<file path="config.mk">
export PLATFORM = sky130hd
export DESIGN_NAME = ifl_regs
export DESIGN_NICKNAME = d
export VERILOG_FILES = /design/src/ifl_pkg.sv /design/src/ifl_regs.sv
export SDC_FILE = /design/constraint.sdc
export NUM_CORES = 1
export LEC_CHECK = 0
export BUFFER_PORTS_ARGS = -buffer_cell sky130_fd_sc_hd__buf_2
export CAP_MARGIN = 20
export CORE_ASPECT_RATIO = 0.9
export CORE_UTILIZATION = 37
export CTS_CLUSTER_DIAMETER = 200
export DETAILED_ROUTE_END_ITERATION = 12
export GPL_TIMING_DRIVEN = 1
export PLACE_DENSITY = 0.57
export SLEW_MARGIN = 25
export SYNTH_ARGS = -nofsm -noshare
export SYNTH_HDL_FRONTEND = slang
export SYNTH_SLANG_ARGS = --single-unit
</file>
<file path="constraint.sdc">
create_clock -name core_clk_in -period 5.6 [get_ports core_clk_in]
set_input_delay 0.28 -clock core_clk_in [delete_from_list [all_inputs] [get_ports core_clk_in]]
set_output_delay 0.28 -clock core_clk_in [all_outputs]
set_load 0.005 [all_outputs]
</file>
<file path="src/ifl_pkg.sv">
// package: command codes, field layouts, defaults and status bits
package ifl_pkg;
    // command codes
    localparam logic [7:0] CMD_UV_LIMIT     = 8'h59;
    localparam logic [7:0] CMD_UV_RESPONSE  = 8'h5A;
    localparam logic [7:0] CMD_OC_FAULT_LIM = 8'h5B;
    localparam logic [7:0] CMD_OC_RESPONSE  = 8'h5C;
    localparam logic [7:0] CMD_OC_WARN_LIM  = 8'h5D;
    localparam logic [7:0] CMD_STATUS_BYTE  = 8'h78;
    localparam logic [7:0] CMD_STATUS_WORD  = 8'h79;
    localparam logic [7:0] CMD_STATUS_INPUT = 8'h7C;
    localparam logic [7:0] CMD_ALERT_MASK   = 8'h1B;
    localparam logic [7:0] CMD_CLEAR_FAULTS = 8'h03;
    // linear format field positions
    localparam int EXP_HI = 15;
    localparam int EXP_LO = 11;
    localparam int MAN_HI = 10;
    // fixed values
    localparam logic [7:0]  UV_RESP_CODE   = 8'hC0;
    localparam logic [7:0]  OC_RESP_CODE   = 8'hC0;
    localparam logic [4:0]  OC_EXP_FIXED   = 5'h1F;
    localparam logic [10:0] OC_MAN_MAX     = 11'h07F;
    localparam logic [15:0] OC_DEFAULT     = 16'hF87F;
    localparam logic [15:0] OC_KEEP_LO     = 16'hF810;
    localparam logic [15:0] OC_KEEP_HI     = 16'hF870;
    localparam logic [15:0] OC_KEEP_MAX    = 16'hF87F;
    localparam logic [3:0]  OC_KEEP_NIB0   = 4'h0;
    localparam logic [7:0]  ALERT_MASK_RST = 8'h00;
    // status bit positions
    localparam int SB_OTHER     = 0;
    localparam int SW_INPUT     = 13;
    localparam int SI_OC_WARN   = 1;
    localparam int SI_OC_FAULT  = 2;
    localparam int SI_UV_FAULT  = 4;
    // measurement scale: volts and amps in 1/1024 units
    localparam int MEAS_FRAC    = 10;
endpackage : ifl_pkg

</file>
<file path="src/ifl_regs.sv">
// input fault limit registers, comparators and status for the controller
`timescale 1ns/1ps
// Notes on behaviour
// (RULE1) uv limit: writable 5-bit exponent and 11-bit mantissa, nvm loaded
// (RULE2) host writes uv limit only with the listed codes
// (RULE3) response registers are byte-read only; writes ignored
// (RULE4) these commands act on both channels regardless of page
// (RULE5) uv fault sets other, input and uv status bits
// (RULE6) input events raise alert unless masked
// (RULE7) uv response reads C0h; shut down, restart when uv clears
// (RULE8) oc limits: exponent fixed 11111b, mantissa writable 0..127
// (RULE9) new oc limits apply at once during operation
// (RULE10) restore keeps F810h..F870h steps or F87Fh, else 63.5 A
// (RULE11) warn when input current exceeds warn limit
// (RULE12) oc warning sets other, input and oc warn status bits
// (RULE13) fault when input current exceeds oc fault limit
// (RULE14) oc fault latches off, sets status, alert and fault output
// (RULE15) host uses word transactions for the limit registers
// (RULE16) uv fault masked until vin first passes turn-on and enabled
// (RULE17) limits decoded as mantissa times two to the exponent
// (RULE18) status bits stay set until host clears them
module ifl_regs
    import ifl_pkg::*;
(
    input  wire logic        core_clk_in,
    input  wire logic        rst_b_in,
    input  wire logic        nvm_load_in,
    input  wire logic [15:0] nvm_uv_limit_in,
    input  wire logic [15:0] nvm_oc_fault_in,
    input  wire logic [15:0] nvm_oc_warn_in,
    input  wire logic        cmd_wr_in,
    input  wire logic        cmd_rd_in,
    input  wire logic        cmd_word_in,
    input  wire logic [7:0]  cmd_code_in,
    input  wire logic [15:0] cmd_wdata_in,
    input  wire logic [7:0]  page_in,
    output logic      [15:0] cmd_rdata_out,
    output logic             cmd_ack_out,
    input  wire logic [31:0] vin_meas_in,
    input  wire logic [31:0] iin_meas_in,
    input  wire logic        vin_above_on_in,
    input  wire logic        unit_enable_in,
    output logic             conv_run_out,
    output logic             host_alert_line_out,
    output logic             regulator_fault_output_out
);

    typedef struct packed {
        logic [15:0] uv_lim;
        logic [15:0] ocf_lim;
        logic [15:0] ocw_lim;
        logic [7:0]  mask;
        logic [7:0]  st_input;
        logic        st_other;
        logic        st_inword;
        logic        uv_armed;
        logic        oc_latched;
        logic        alert;
        logic        vrf;
        logic [15:0] rdata;
        logic        ack;
        logic        run;
    } ifl_state_t;

    ifl_state_t s_q;
    ifl_state_t s_d;
    logic       uv_now;
    logic       ocw_now;
    logic       ocf_now;
    logic       set_any;

    ////////////////////////////////////////////////////////////////////////
    // decode a linear word into the measurement scale
    function automatic logic [31:0] lin_val(input logic [15:0] w);
        logic signed [4:0]  e;
        logic        [47:0] m;
        e = signed'(w[EXP_HI:EXP_LO]);
        m = {37'h0, w[MAN_HI:0]} << MEAS_FRAC;
        if (e < 0) begin
            m = m >> (-e);
        end else begin
            m = m << e;
        end
        return m[31:0];
    endfunction : lin_val

    // restore filter: only the coarse steps and F87Fh survive nvm
    function automatic logic [15:0] oc_restore(input logic [15:0] w);
        if (w == OC_KEEP_MAX) begin
            return w;
        end else if (w >= OC_KEEP_LO && w <= OC_KEEP_HI
                     && w[3:0] == OC_KEEP_NIB0) begin
            return w;
        end
        return OC_DEFAULT;
    endfunction : oc_restore

    // oc limit writes keep only the mantissa; exponent is fixed
    function automatic logic [15:0] oc_word(input logic [15:0] d);
        return {OC_EXP_FIXED, d[MAN_HI:0]};
    endfunction : oc_word

    // mantissa range check shared by both oc limit writes
    function automatic logic oc_mant_ok(input logic [15:0] d);
        return d[MAN_HI:0] <= OC_MAN_MAX;
    endfunction : oc_mant_ok

    ////////////////////////////////////////////////////////////////////////
    // comparators run on every clock so new limits act at once
    assign uv_now  = s_q.uv_armed
                     && (vin_meas_in < lin_val(s_q.uv_lim));  // RULE17
    assign ocw_now = iin_meas_in > lin_val(s_q.ocw_lim);      // RULE11 RULE9
    assign ocf_now = iin_meas_in > lin_val(s_q.ocf_lim);      // RULE13 RULE9
    assign set_any = uv_now || ocw_now || ocf_now;

    ////////////////////////////////////////////////////////////////////////
    // next state; page_in is deliberately not decoded
    always_comb begin
        s_d = s_q;
        s_d.ack = 1'b0;
        // uv only arms after turn-on seen and unit enabled
        if (vin_above_on_in && unit_enable_in) begin
            s_d.uv_armed = 1'b1;                              // RULE16
        end
        // host write; clear first so a same-cycle event wins
        if (cmd_wr_in) begin
            s_d.ack = 1'b1;
            if (cmd_code_in == CMD_UV_LIMIT && cmd_word_in) begin
                s_d.uv_lim = cmd_wdata_in;                    // RULE1 RULE4
            end else if (cmd_code_in == CMD_OC_FAULT_LIM && cmd_word_in) begin
                if (oc_mant_ok(cmd_wdata_in)) begin
                    s_d.ocf_lim = oc_word(cmd_wdata_in);      // RULE8
                end
            end else if (cmd_code_in == CMD_OC_WARN_LIM && cmd_word_in) begin
                if (oc_mant_ok(cmd_wdata_in)) begin
                    s_d.ocw_lim = oc_word(cmd_wdata_in);      // RULE8
                end
            end else if (cmd_code_in == CMD_ALERT_MASK) begin
                s_d.mask = cmd_wdata_in[7:0];
            end else if (cmd_code_in == CMD_CLEAR_FAULTS) begin
                s_d.st_input  = 8'h00;                        // RULE18
                s_d.st_other  = 1'b0;
                s_d.st_inword = 1'b0;
                s_d.alert     = 1'b0;
            end
            // response commands fall through: read only
        end
        // host read
        if (cmd_rd_in) begin
            s_d.ack = 1'b1;
            if (cmd_code_in == CMD_UV_LIMIT) begin
                s_d.rdata = s_q.uv_lim;
            end else if (cmd_code_in == CMD_UV_RESPONSE) begin
                s_d.rdata = {8'h00, UV_RESP_CODE};            // RULE3 RULE7
            end else if (cmd_code_in == CMD_OC_FAULT_LIM) begin
                s_d.rdata = s_q.ocf_lim;
            end else if (cmd_code_in == CMD_OC_RESPONSE) begin
                s_d.rdata = {8'h00, OC_RESP_CODE};            // RULE3
            end else if (cmd_code_in == CMD_OC_WARN_LIM) begin
                s_d.rdata = s_q.ocw_lim;
            end else if (cmd_code_in == CMD_STATUS_BYTE) begin
                s_d.rdata           = 16'h0000;
                s_d.rdata[SB_OTHER] = s_q.st_other;
            end else if (cmd_code_in == CMD_STATUS_WORD) begin
                s_d.rdata           = 16'h0000;
                s_d.rdata[SW_INPUT] = s_q.st_inword;
                s_d.rdata[SB_OTHER] = s_q.st_other;
            end else if (cmd_code_in == CMD_STATUS_INPUT) begin
                s_d.rdata = {8'h00, s_q.st_input};
            end else if (cmd_code_in == CMD_ALERT_MASK) begin
                s_d.rdata = {8'h00, s_q.mask};
            end else begin
                s_d.rdata = 16'h0000;
            end
        end
        // events set sticky status
        if (uv_now) begin
            s_d.st_input[SI_UV_FAULT] = 1'b1;                 // RULE5
        end
        if (ocw_now) begin
            s_d.st_input[SI_OC_WARN] = 1'b1;                  // RULE12
        end
        if (ocf_now) begin
            s_d.st_input[SI_OC_FAULT] = 1'b1;                 // RULE14
            s_d.oc_latched = 1'b1;
            s_d.vrf = 1'b1;
        end
        if (set_any) begin
            s_d.st_other  = 1'b1;                             // RULE5 RULE12
            s_d.st_inword = 1'b1;
        end
        // alert unless the event's mask bit is set
        if ((uv_now && !s_q.mask[SI_UV_FAULT])
            || (ocw_now && !s_q.mask[SI_OC_WARN])
            || (ocf_now && !s_q.mask[SI_OC_FAULT])) begin
            s_d.alert = 1'b1;                                 // RULE6 RULE14
        end
        // uv shuts down only while present; oc latches off
        s_d.run = unit_enable_in && !uv_now && !s_d.oc_latched; // RULE7
        // nvm restore overrides a same-cycle write; status is untouched
        if (nvm_load_in) begin
            s_d.uv_lim  = nvm_uv_limit_in;                    // RULE1
            s_d.ocf_lim = oc_restore(nvm_oc_fault_in);        // RULE10
            s_d.ocw_lim = oc_restore(nvm_oc_warn_in);         // RULE10
        end
    end

    ////////////////////////////////////////////////////////////////////////
    // state register; oc latch cleared only by reset
    always_ff @(posedge core_clk_in or negedge rst_b_in) begin
        if (!rst_b_in) begin
            s_q <= '0;
            s_q.ocf_lim <= OC_DEFAULT;
            s_q.ocw_lim <= OC_DEFAULT;
            s_q.mask    <= ALERT_MASK_RST;
        end else begin
            s_q <= s_d;
        end
    end

    assign cmd_rdata_out              = s_q.rdata;
    assign cmd_ack_out                = s_q.ack;
    assign conv_run_out               = s_q.run;
    assign host_alert_line_out        = s_q.alert;
    assign regulator_fault_output_out = s_q.vrf;
endmodule : ifl_regs

</file>
==> metrics.md, run 1 <==
| Metric | Value |
|---|---|
| Status | `finished clean` |
| CTS Hold Buffers Added | `1` |
| Post-Syn Instances | `between 1000 and 1500` |
| Sw frac | `roughly 37%` |
| Area delta synth->final | `12.6%` |
| Netlist Area Pre-Place | `~10000 um^2` |
| Initial Utilization | `38.0%` |
| Hold Crit Class | `in2reg` |
| RSZ-0062 raised after global routing | `no` |
| Routed Antenna Nets | `0` |
| Sequential power share | `between 30% and 40%` |
| Final WL | `roughly 34 mm` |
| Post-CTS Resized | `0` |
| P_sw | `approximately 700 uW` |
| Slew headroom | `between 30% and 40%` |
| Pwr Density | `about 170 nW/um^2` |
| Syn Area/Cell | `7.66 um^2` |
| Skew-Pair Late Insertion Delay | `~360 ps` |
| Initial antenna violation count | `0` |
| I/O pin count | `between 150 and 200` |
| Die extent in y | `between 150 and 200 um` |
| Worst Path Required | `slightly below 6000 ps` |
| Die ar. | `about 28000 um^2` |
| Core occupancy in the finished layout | `between 40% and 50%` |
| Share of cells above drive strength 1 | `roughly a fifth` |
| Dpl hpwl | `roughly 27 mm` |
| Vias in the first global route | `~9600` |
| Global-route wire length before repair | `roughly 53 mm` |
| Layout Nets | `about 1700` |
| DP Worst Slack | `747 ps` |
| Sequential-to-total area share from yosys stat | `20.9%` |
| Static leakage | `4.84 nW` |
| Placed insts | `between 1500 and 2000` |
| Placer Congestion | `~0.98` |
| Clk buf depth | `2` |
| Internal power | `about 1.2 mW` |
| VDD IR-drop max | `about 0.15 mV` |
| Setup slack after layout | `about 700 ps` |
| CTS clock-pin slew for the worst setup and hold paths | `~70 ps` |
| Clock power share | `31.7%` |
| Port-buffer cells | `~160` |
| Number of synthesized flops with an enable pin | `0` |
| Clock Skew | `13.7 ps` |
| Final Max Tran Viols | `0` |
| CP Launch Type | `flop` |
| Core area | `~26000 um^2` |
| Min Tclk post-route | `between 4000 and 5000 ps` |
| Critical Path AT | `between 5000 and 6000 ps` |
| Worst-Margin Slew | `918 ps` |
| CP Class | `reg2reg` |
| DIE WIDTH | `175 um` |
| Share of flip-flops with an asynchronous set or reset | `between 90% and 100%` |
| Vias per cell | `5.76` |
| Post-route clock period utilization | `between 80 and 90%` |
| Distinct cells, synth | `between 70 and 80` |
| Combinational Power Share | `between 30 and 40%` |
| Syn_nets | `approximately 1600` |
| Ant diodes | `0` |
| Postcts setup bufs | `0` |
| Largest net degree at the start of global routing | `between 70 and 80` |
| Top FF cell, synth | `dfrtp_1` |
| TritonCTS clock tree | `yes` |
| TNS Setup | `0 ps` |
| Root Driver | `clkbuf_16` |
| DR WL/cell | `just under 20 um` |
| Clock Sinks | `82` |
| Endpoints failing setup | `0` |
| Non-filler cells, final | `about 1800` |
| Max frequency | `~0.20 GHz` |
| Starting DRT DRC Count | `a little under 900` |
| Seq cells post-synth | `82` |
| Tot GR Track Use | `between 20% and 30%` |
| Vias post-DR | `between 10000 and 15000` |
| Endpoints failing hold | `0` |
| H-tree levels | `3` |
| Setup crit end kind | `flop` |
| Critical path peak fanout | `25` |
| CTS Buf Count | `9` |
| DRC | `0` |
| Grt ovf | `0` |
| FILL cells | `2726` |
| Std cell rows | `56` |
| First-pass iteration count of the detailed router | `7` |
| Yosys warning count | `0` |
| Max-Cap Viols | `0` |
[cell families after synthesis]
kind of cell	synth area share (%)
compound gates	21.7
xor+xnor	1.13
fa+ha+maj	12.3
buf+inv	5.36
flops	20.9
mux	14.9
simple gates	23.8
[placed cells by master, fill, tap and decap left out, types with 8 or more instances in the layout]
master	synthesis	layout
mux2_2	27	27
o22ai_1	15	15
a21oi_1	105	105
inv_1	19	19
mux2i_1	107	107
nand2_1	200	200
or3_1	9	9
dfrtp_1	58	58
a21o_1	15	15
nor4_1	8	8
nand4_1	24	24
o21ai_0	89	89
buf_2	14	162
ha_1	98	98
xnor2_1	9	9
o211ai_1	19	19
buf_4	18	15
nand3_1	31	31
nor2b_1	15	15
and2_1	17	17
a22oi_1	16	16
dfstp_2	24	24
nor3_1	33	33
clkbuf_16	0	9
nor2_1	121	121
a211oi_1	11	11
a31oi_1	13	13
nand2b_1	21	21
[critical path, cell delays in order, from the launching register on]
cell and delay (ps):
dfstp_2 840, inv_2 280, ha_1 510, buf_4 260, mux2i_1 260, mux2i_1 130
nand2_1 90, o21ai_0 120, a21oi_1 190, nor2_1 50, o21ai_0 320, ha_1 320
a221oi_1 260, o21ai_0 130, a311o_1 320, a21oi_1 140, a41o_1 360, and4b_1 240
[metal layers]
| layer | vias to the layer above | global-route usage [%] | routed length [um] |
|---|---|---|---|
| met5 | - | 0 | 0 |
| met4 | 0 | 6.09 | 631 |
| met3 | 38 | 3.84 | 2110 |
| met2 | 358 | 39.5 | 14800 |
| met1 | 4762 | 34.8 | 16300 |
| li1 | 4969 | - | - |
[synthesized netlist by cell type, drive strengths merged, types with 5 or more instances]
| cell type | number | share of area (%) |
|---|---|---|
| mux2i | 107 | 11 |
| o31ai | 5 | 0.38 |
| xnor2 | 9 | 0.79 |
| o21ai | 94 | 4.8 |
| a221oi | 5 | 0.44 |
| a32oi | 5 | 0.44 |
| dfrtp | 58 | 15 |
| nand4 | 24 | 1.5 |
| a211oi | 12 | 0.95 |
| nor2b | 15 | 0.94 |
| a31oi | 13 | 0.81 |
| mux2 | 27 | 3.0 |
| clkbuf | 52 | 2.0 |
| and2 | 17 | 1.1 |
| dfstp | 24 | 6.3 |
| o22ai | 15 | 0.94 |
| nand2 | 200 | 7.5 |
| ha | 98 | 12 |
| nor2 | 121 | 4.6 |
| or3 | 9 | 0.56 |
| buf | 37 | 2.4 |
| a22o | 6 | 0.53 |
| nor4 | 10 | 0.84 |
| mux4 | 5 | 1.1 |
| or2 | 5 | 0.31 |
| o211ai | 19 | 1.4 |
| inv | 23 | 0.86 |
| nand3 | 31 | 1.6 |
| nand2b | 21 | 1.3 |
| a21o | 15 | 1.1 |
| and3 | 6 | 0.38 |
| nor3 | 35 | 1.9 |
| a22oi | 16 | 1.2 |
| a21oi | 105 | 5.3 |
[sequential cells by signal, indices dropped and copies added (netlist names)]
register and flops:
s_q 62, host_alert_line_out 1, conv_run_out 1, cmd_rdata_out 16
regulator_fault_output_out 1, cmd_ack_out 1
[power groups by stage]
stage                     combinational, mW  clock (mW)  sequential [mW]
after detailed placement              0.620           0            0.679
after global routing                  0.705       0.639            0.674
final                                 0.628       0.601            0.669
after floorplan                       0.433           0            0.653
after CTS                             0.624       0.616            0.669
after global placement                0.616           0            0.679
[final timing paths]
check,from,to,slack [ps],cells after the start
max in group asynchronous,rst_b_in,s_q[65],4400,3
worst max-delay path,s_q[67],conv_run_out,700,17
worst min register to register,s_q[21],s_q[21],470,1
min in group asynchronous,rst_b_in,cmd_rdata_out[10],290,2
worst max register to register,s_q[67],conv_run_out,700,17
worst min-delay path,nvm_uv_limit_in[14],s_q[86],120,3
[final cells by class]
class | instances | area [um^2] | area share, %
Tap cell | 348 | 435 | 3.87
Inverter | 27 | 101 | 0.902
Sequential cell | 82 | 2080 | 18.5
Timing Repair Buffer | 180 | 960 | 8.54
Clock buffer | 9 | 225 | 2.00
Multi-Input combinational cell | 1105 | 7360 | 65.5
Clock inverter | 7 | 72.6 | 0.646
[through the flow]
stage          total power, mW  instance area [um^2]  hold slack (ps)
2_1_floorplan             1.09                  9980            -15.6
3_3_place_gp              1.29                 10900             99.3
3_5_place_dp              1.30                 10900              104
4_1_cts                   1.91                 11200              118
5_1_grt                   2.02                 11200              140
6_report                  1.90                 11200              123
No activity file was read; power rests on OpenSTA's default activity.
==> run 2: changes to the inputs <==
- PLACE_DENSITY: 0.57 -> 0.54
- SLEW_MARGIN: 25 -> 10
- clock period: 5.6 -> 6.1 ns (I/O delays scaled with it)
==> metrics.md, run 2 (synthesis gave the netlist of run 1 again) <==
| Metric | Value |
|---|---|
| Status | `finished clean` |
| Placed insts | `1735` |
| Layout Nets | `roughly 1700` |
| Placer Congestion | `slightly above 0.9` |
| Critical-path top delay cell | `dfstp_2` |
| Initial Utilization | `between 30 and 40%` |
| DIE WIDTH | `approximately 180 um` |
| CTS Buf Count | `9` |
| Ant diodes | `0` |
| Skew-Pair Late Insertion Delay | `~350 ps` |
| Dpl hpwl | `27.2 mm` |
| CTS clock-pin slew for the worst setup and hold paths | `70 ps` |
| DRC | `0` |
| Area delta synth->final | `12.5%` |
| Clk buf depth | `2` |
| Min Tclk post-route | `approximately 5400 ps` |
| Global-route wire length before repair | `around 53 mm` |
| Tot GR Track Use | `24.4%` |
| Pwr Density | `approximately 160 nW/um^2` |
| Die extent in y | `between 150 and 200 um` |
| Static leakage | `~4.8 nW` |
| CP Buf/Inv Count | `1` |
| Grt ovf | `0` |
| Largest net degree at the start of global routing | `78` |
| TritonCTS clock tree | `yes` |
| Endpoints failing hold | `0` |
| CTS Hold Buffers Added | `1` |
| Non-filler cells, final | `roughly 1800` |
| Worst-Margin Slew | `between 1000 and 1500 ps` |
| Post-route clock period utilization | `between 80% and 90%` |
| Endpoints failing setup | `0` |
| FILL cells | `2716` |
| Setup crit end kind | `flop` |
| Post-CTS Resized | `0` |
| Worst path max stage delay | `roughly 940 ps` |
| VDD IR-drop max | `0.142 mV` |
| Die ar. | `27600 um^2` |
| Vias in the first global route | `about 9500` |
| DR WL/cell | `19.3 um` |
| Commonest non-fill, non-tap cell in the layout | `nand2_1` |
| Port-buffer cells | `163` |
| Max-Cap Viols | `0` |
| Slew headroom | `between 20% and 30%` |
| TNS Setup | `0 ps` |
| Worst hold slack | `approximately 160 ps` |
| Critical Path AT | `5580 ps` |
| Final WL | `between 30 and 40 mm` |
| Root Driver | `clkbuf_16` |
| CP Launch Type | `flop` |
| I/O pin count | `172` |
| Vias per cell | `about 5.8` |
| Core area | `26300 um^2` |
| Final Max Tran Viols | `0` |
| Initial antenna violation count | `0` |
| Commonest cells after routing, fill and taps aside | `200 x nand2_1, 162 x buf_2, 121 x nor2_1, 107 x mux2i_1, 105 x a21oi_1` |
| Clock Skew | `between 7 and 8 ps` |
| Max frequency | `0.186 GHz` |
| Critical path peak fanout | `33` |
| Share of cells above drive strength 1 | `a little under a fifth` |
| Routed Antenna Nets | `0` |
| DP Worst Slack | `822 ps` |
| CP cell instances | `clkinv_1, ha_1, mux2i_1, o22ai_1, nand2_1, o21ai_0, o21ai_0, ha_1, a211oi_1, o21bai_1, a211o_1, a2111o_1, o21ai_1, o221a_2, o221ai_1` |
| Worst Path Required | `~6300 ps` |
| Std cell rows | `56` |
| RSZ-0062 raised after global routing | `no` |
| First-pass iteration count of the detailed router | `5` |
| Setup slack after layout | `731 ps` |
| CP Class | `reg2reg` |
| H-tree levels | `3` |
| Top cell family by delay on the critical path | `compound AO/OA/AOI/OAI gates` |
| Postcts setup bufs | `0` |
| Hold Crit Class | `in2reg` |
| Starting DRT DRC Count | `780` |
| Clock Sinks | `82` |
| Max reg flops | `62` |
| Vias post-DR | `10100` |
| Biggest register | `s_q` |
==> run 2: report_power, final <==
part	internal (mW)	switching [mW]	leakage [nW]
Sequential	0.572	0.0428	0.968
Clock	0.361	0.240	0.153
Combinational	0.239	0.343	3.71
Total	1.17	0.626	4.83
==> run 2: cell type report <==
class / instances / area (um^2) / share of cell area, %
Multi-Input combinational cell: 1105 / 7360 / 65.6
Sequential cell: 82 / 2080 / 18.5
Timing Repair Buffer: 175 / 931 / 8.29
Tap cell: 348 / 435 / 3.88
Clock buffer: 10 / 229 / 2.04
Inverter: 27 / 101 / 0.902
Clock inverter: 6 / 90.1 / 0.802
==> run 2: routing by layer <==
metal,part of all wire (%),GRT usage [%],wire (um)
met1,49,35.1,16500
met2,44,39.1,14900
met3,4.9,2.11,1650
met4,1.9,6.13,646
met5,0,0,0
==> run 2: through the flow <==
step	total power, mW	instance area, um^2	utilization (%)
after floorplan	0.997	9980	-
after global placement	1.19	10900	41.4
after detailed placement	1.20	10900	41.4
after CTS	1.80	11200	42.6
after global routing	1.91	11200	42.8
final	1.80	11200	42.8
==> run 2: path summary, 6_finish.rpt <==
kind / start / end / slack [ps] / cells after the start
max in group asynchronous: rst_b_in / s_q[60] / 4930 / 4
max: s_q[51] / host_alert_line_out / 730 / 15
min: vin_above_on_in / s_q[21] / 160 / 2
min reg2reg: s_q[21] / s_q[21] / 470 / 1
max reg2reg: s_q[51] / host_alert_line_out / 730 / 15
min in group asynchronous: rst_b_in / s_q[50] / 290 / 2
==> run 3: changes to the inputs <==
--- a/config.mk
+++ b/config.mk
@@ -10,9 +10,10 @@
 export CORE_ASPECT_RATIO = 0.9
 export CORE_UTILIZATION = 37
+export CTS_BUF_LIST = sky130_fd_sc_hd__clkbuf_4 sky130_fd_sc_hd__clkbuf_8 sky130_fd_sc_hd__clkbuf_16
 export CTS_CLUSTER_DIAMETER = 200
 export DETAILED_ROUTE_END_ITERATION = 12
 export GPL_TIMING_DRIVEN = 1
 export PLACE_DENSITY = 0.54
-export SLEW_MARGIN = 10
+export SLEW_MARGIN = 25
 export SYNTH_ARGS = -nofsm -noshare
 export SYNTH_HDL_FRONTEND = slang
==> constraint.sdc (replaced) <==
create_clock -name core_clk_in -period 6.1 [get_ports core_clk_in]
set_input_delay 0.305 -clock core_clk_in [delete_from_list [all_inputs] [get_ports core_clk_in]]
set_output_delay 0.305 -clock core_clk_in [all_outputs]
set_load 0.02 [all_outputs]
==> metrics.md, run 3 (synthesis gave the netlist of run 1 again) <==
| Metric | Value |
|---|---|
| I/O pin count | `between 150 and 200` |
| Global-route wire length before repair | `roughly 53 mm` |
| Core area | `around 26000 um^2` |
| CP cell instances | `clkinv_1, ha_1, mux2i_1, o22ai_1, nand2_1, o21ai_0, o21ai_0, ha_1, a211oi_1, o21bai_1, a211o_1, a2111o_1, o21ai_1, o221a_2, o221ai_1` |
| Vias in the first global route | `roughly 9500` |
| Worst hold slack | `around 160 ps` |
| Endpoints failing setup | `0` |
| Commonest non-fill, non-tap cell in the layout | `nand2_1` |
| DIE WIDTH | `between 150 and 200 um` |
| Initial antenna violation count | `0` |
| TritonCTS clock tree | `yes` |
| Layout Nets | `1650` |
| CP Launch Type | `flop` |
| Vias per cell | `just under 6` |
| Final Max Tran Viols | `0` |
| Static leakage | `about 4.8 nW` |
| Post-route clock period utilization | `roughly nine tenths` |
| Commonest cells after routing, fill and taps aside | `200 x nand2_1, 162 x buf_2, 121 x nor2_1, 107 x mux2i_1, 105 x a21oi_1` |
| Biggest register | `s_q` |
| H-tree levels | `3` |
| Skew-Pair Late Insertion Delay | `between 300 and 400 ps` |
| Setup crit end kind | `flop` |
| Largest net degree at the start of global routing | `just under 80` |
| Min Tclk post-route | `between 5000 and 6000 ps` |
| Setup slack after layout | `roughly 700 ps` |
| Area delta synth->final | `12.5%` |
| Placer Congestion | `between 0.9 and 1` |
| Routed Antenna Nets | `0` |
| Die ar. | `~28000 um^2` |
| RSZ-0062 raised after global routing | `no` |
| Post-CTS Resized | `0` |
| Worst-Margin Slew | `between 900 and 1000 ps` |
| Endpoints failing hold | `0` |
| Max frequency | `between 0.15 and 0.2 GHz` |
| Max reg flops | `just over 60` |
| Critical Path AT | `approximately 5600 ps` |
| Ant diodes | `0` |
| Slew headroom | `a little over a third` |
| TNS Setup | `0 ps` |
| Initial Utilization | `about 38%` |
| Clk buf depth | `2` |
| Root Driver | `clkbuf_16` |
| Share of cells above drive strength 1 | `19.0%` |
| Max-Cap Viols | `0` |
| Starting DRT DRC Count | `roughly 720` |
| Clock Skew | `8.04 ps` |
| Std cell rows | `56` |
| Critical path peak fanout | `33` |
| Tot GR Track Use | `between 20% and 30%` |
| Die extent in y | `~160 um` |
| Final WL | `33.7 mm` |
| Vias post-DR | `about 10000` |
| Clock Sinks | `between 80 and 90` |
| Pwr Density | `roughly 160 nW/um^2` |
| DP Worst Slack | `roughly 820 ps` |
| Worst Path Required | `around 6300 ps` |
| CP Class | `reg2reg` |
| Non-filler cells, final | `1753` |
| Status | `finished clean` |
| Port-buffer cells | `about 160` |
| First-pass iteration count of the detailed router | `9` |
| CTS Buf Count | `9` |
| CTS clock-pin slew for the worst setup and hold paths | `about 70 ps` |
| Placed insts | `roughly 1700` |
| VDD IR-drop max | `0.142 mV` |
| Dpl hpwl | `roughly 27 mm` |
| Design Area, Final | `11200 um^2` |
| Critical-path top delay cell | `dfstp_2` |
| Hold Crit Class | `in2reg` |
| DRC | `0` |
| DR WL/cell | `19.2 um` |
| Worst path max stage delay | `between 900 and 1000 ps` |
| Placed cell areas | `10900 um^2` |
| Grt ovf | `0` |
-- run 3: per-layer routing --
metal / vias up / global-route usage [%] / wire length (um)
met5: - / 0 / 0
met4: 0 / 6.13 / 648
met3: 36 / 2.11 / 1690
met2: 332 / 39.1 / 14800
met1: 4772 / 35.1 / 16500
li1: 4966 / - / -
-- run 3: timing repair --
| action | 4_1_cts | 5_1_grt |
|---|---|---|
| buffers inserted | 0 | 0 |
| hold endpoints to repair | 5 | 0 |
| hold buffers | 1 | 0 |
-- run 3: worst paths after layout --
kind	end	from	depth (start not counted)	slack [ps]
max in group asynchronous	s_q[79]	rst_b_in	3	4890
min in group asynchronous	s_q[50]	rst_b_in	2	290
max	host_alert_line_out	s_q[51]	15	710
min reg2reg	s_q[21]	s_q[21]	1	470
min	s_q[21]	vin_above_on_in	2	160
max reg2reg	host_alert_line_out	s_q[51]	15	710
-- run 3: stage by stage --
step	power, mW	utilization (%)
6_report	1.81	42.7
5_1_grt	1.92	42.7
4_1_cts	1.81	42.7
3_5_place_dp	1.20	41.4
3_3_place_gp	1.20	41.4
2_1_floorplan	1.01	-
-- run 3: cell type report --
class	count	area (um^2)
Tap cell	348	435
Fill cell	2718	15000
Clock buffer	10	233
Clock inverter	6	90.1
Sequential cell	82	2080
Multi-Input combinational cell	1105	7370
Inverter	27	101
Timing Repair Buffer	175	918
-- run 3: critical path: cells and delay by family, from the launching register on --
family | cells | cell delay, ps
compound gates | 10 | 2490
fa+ha+maj | 2 | 1100
buf+inv | 1 | 380
flops | 1 | 950
mux | 1 | 190
simple gates | 1 | 140
-- run 3: where the power goes --
group	internal, mW	switching [mW]
logic	0.238	0.351
registers	0.572	0.0426
clock network	0.365	0.241
total	1.17	0.634
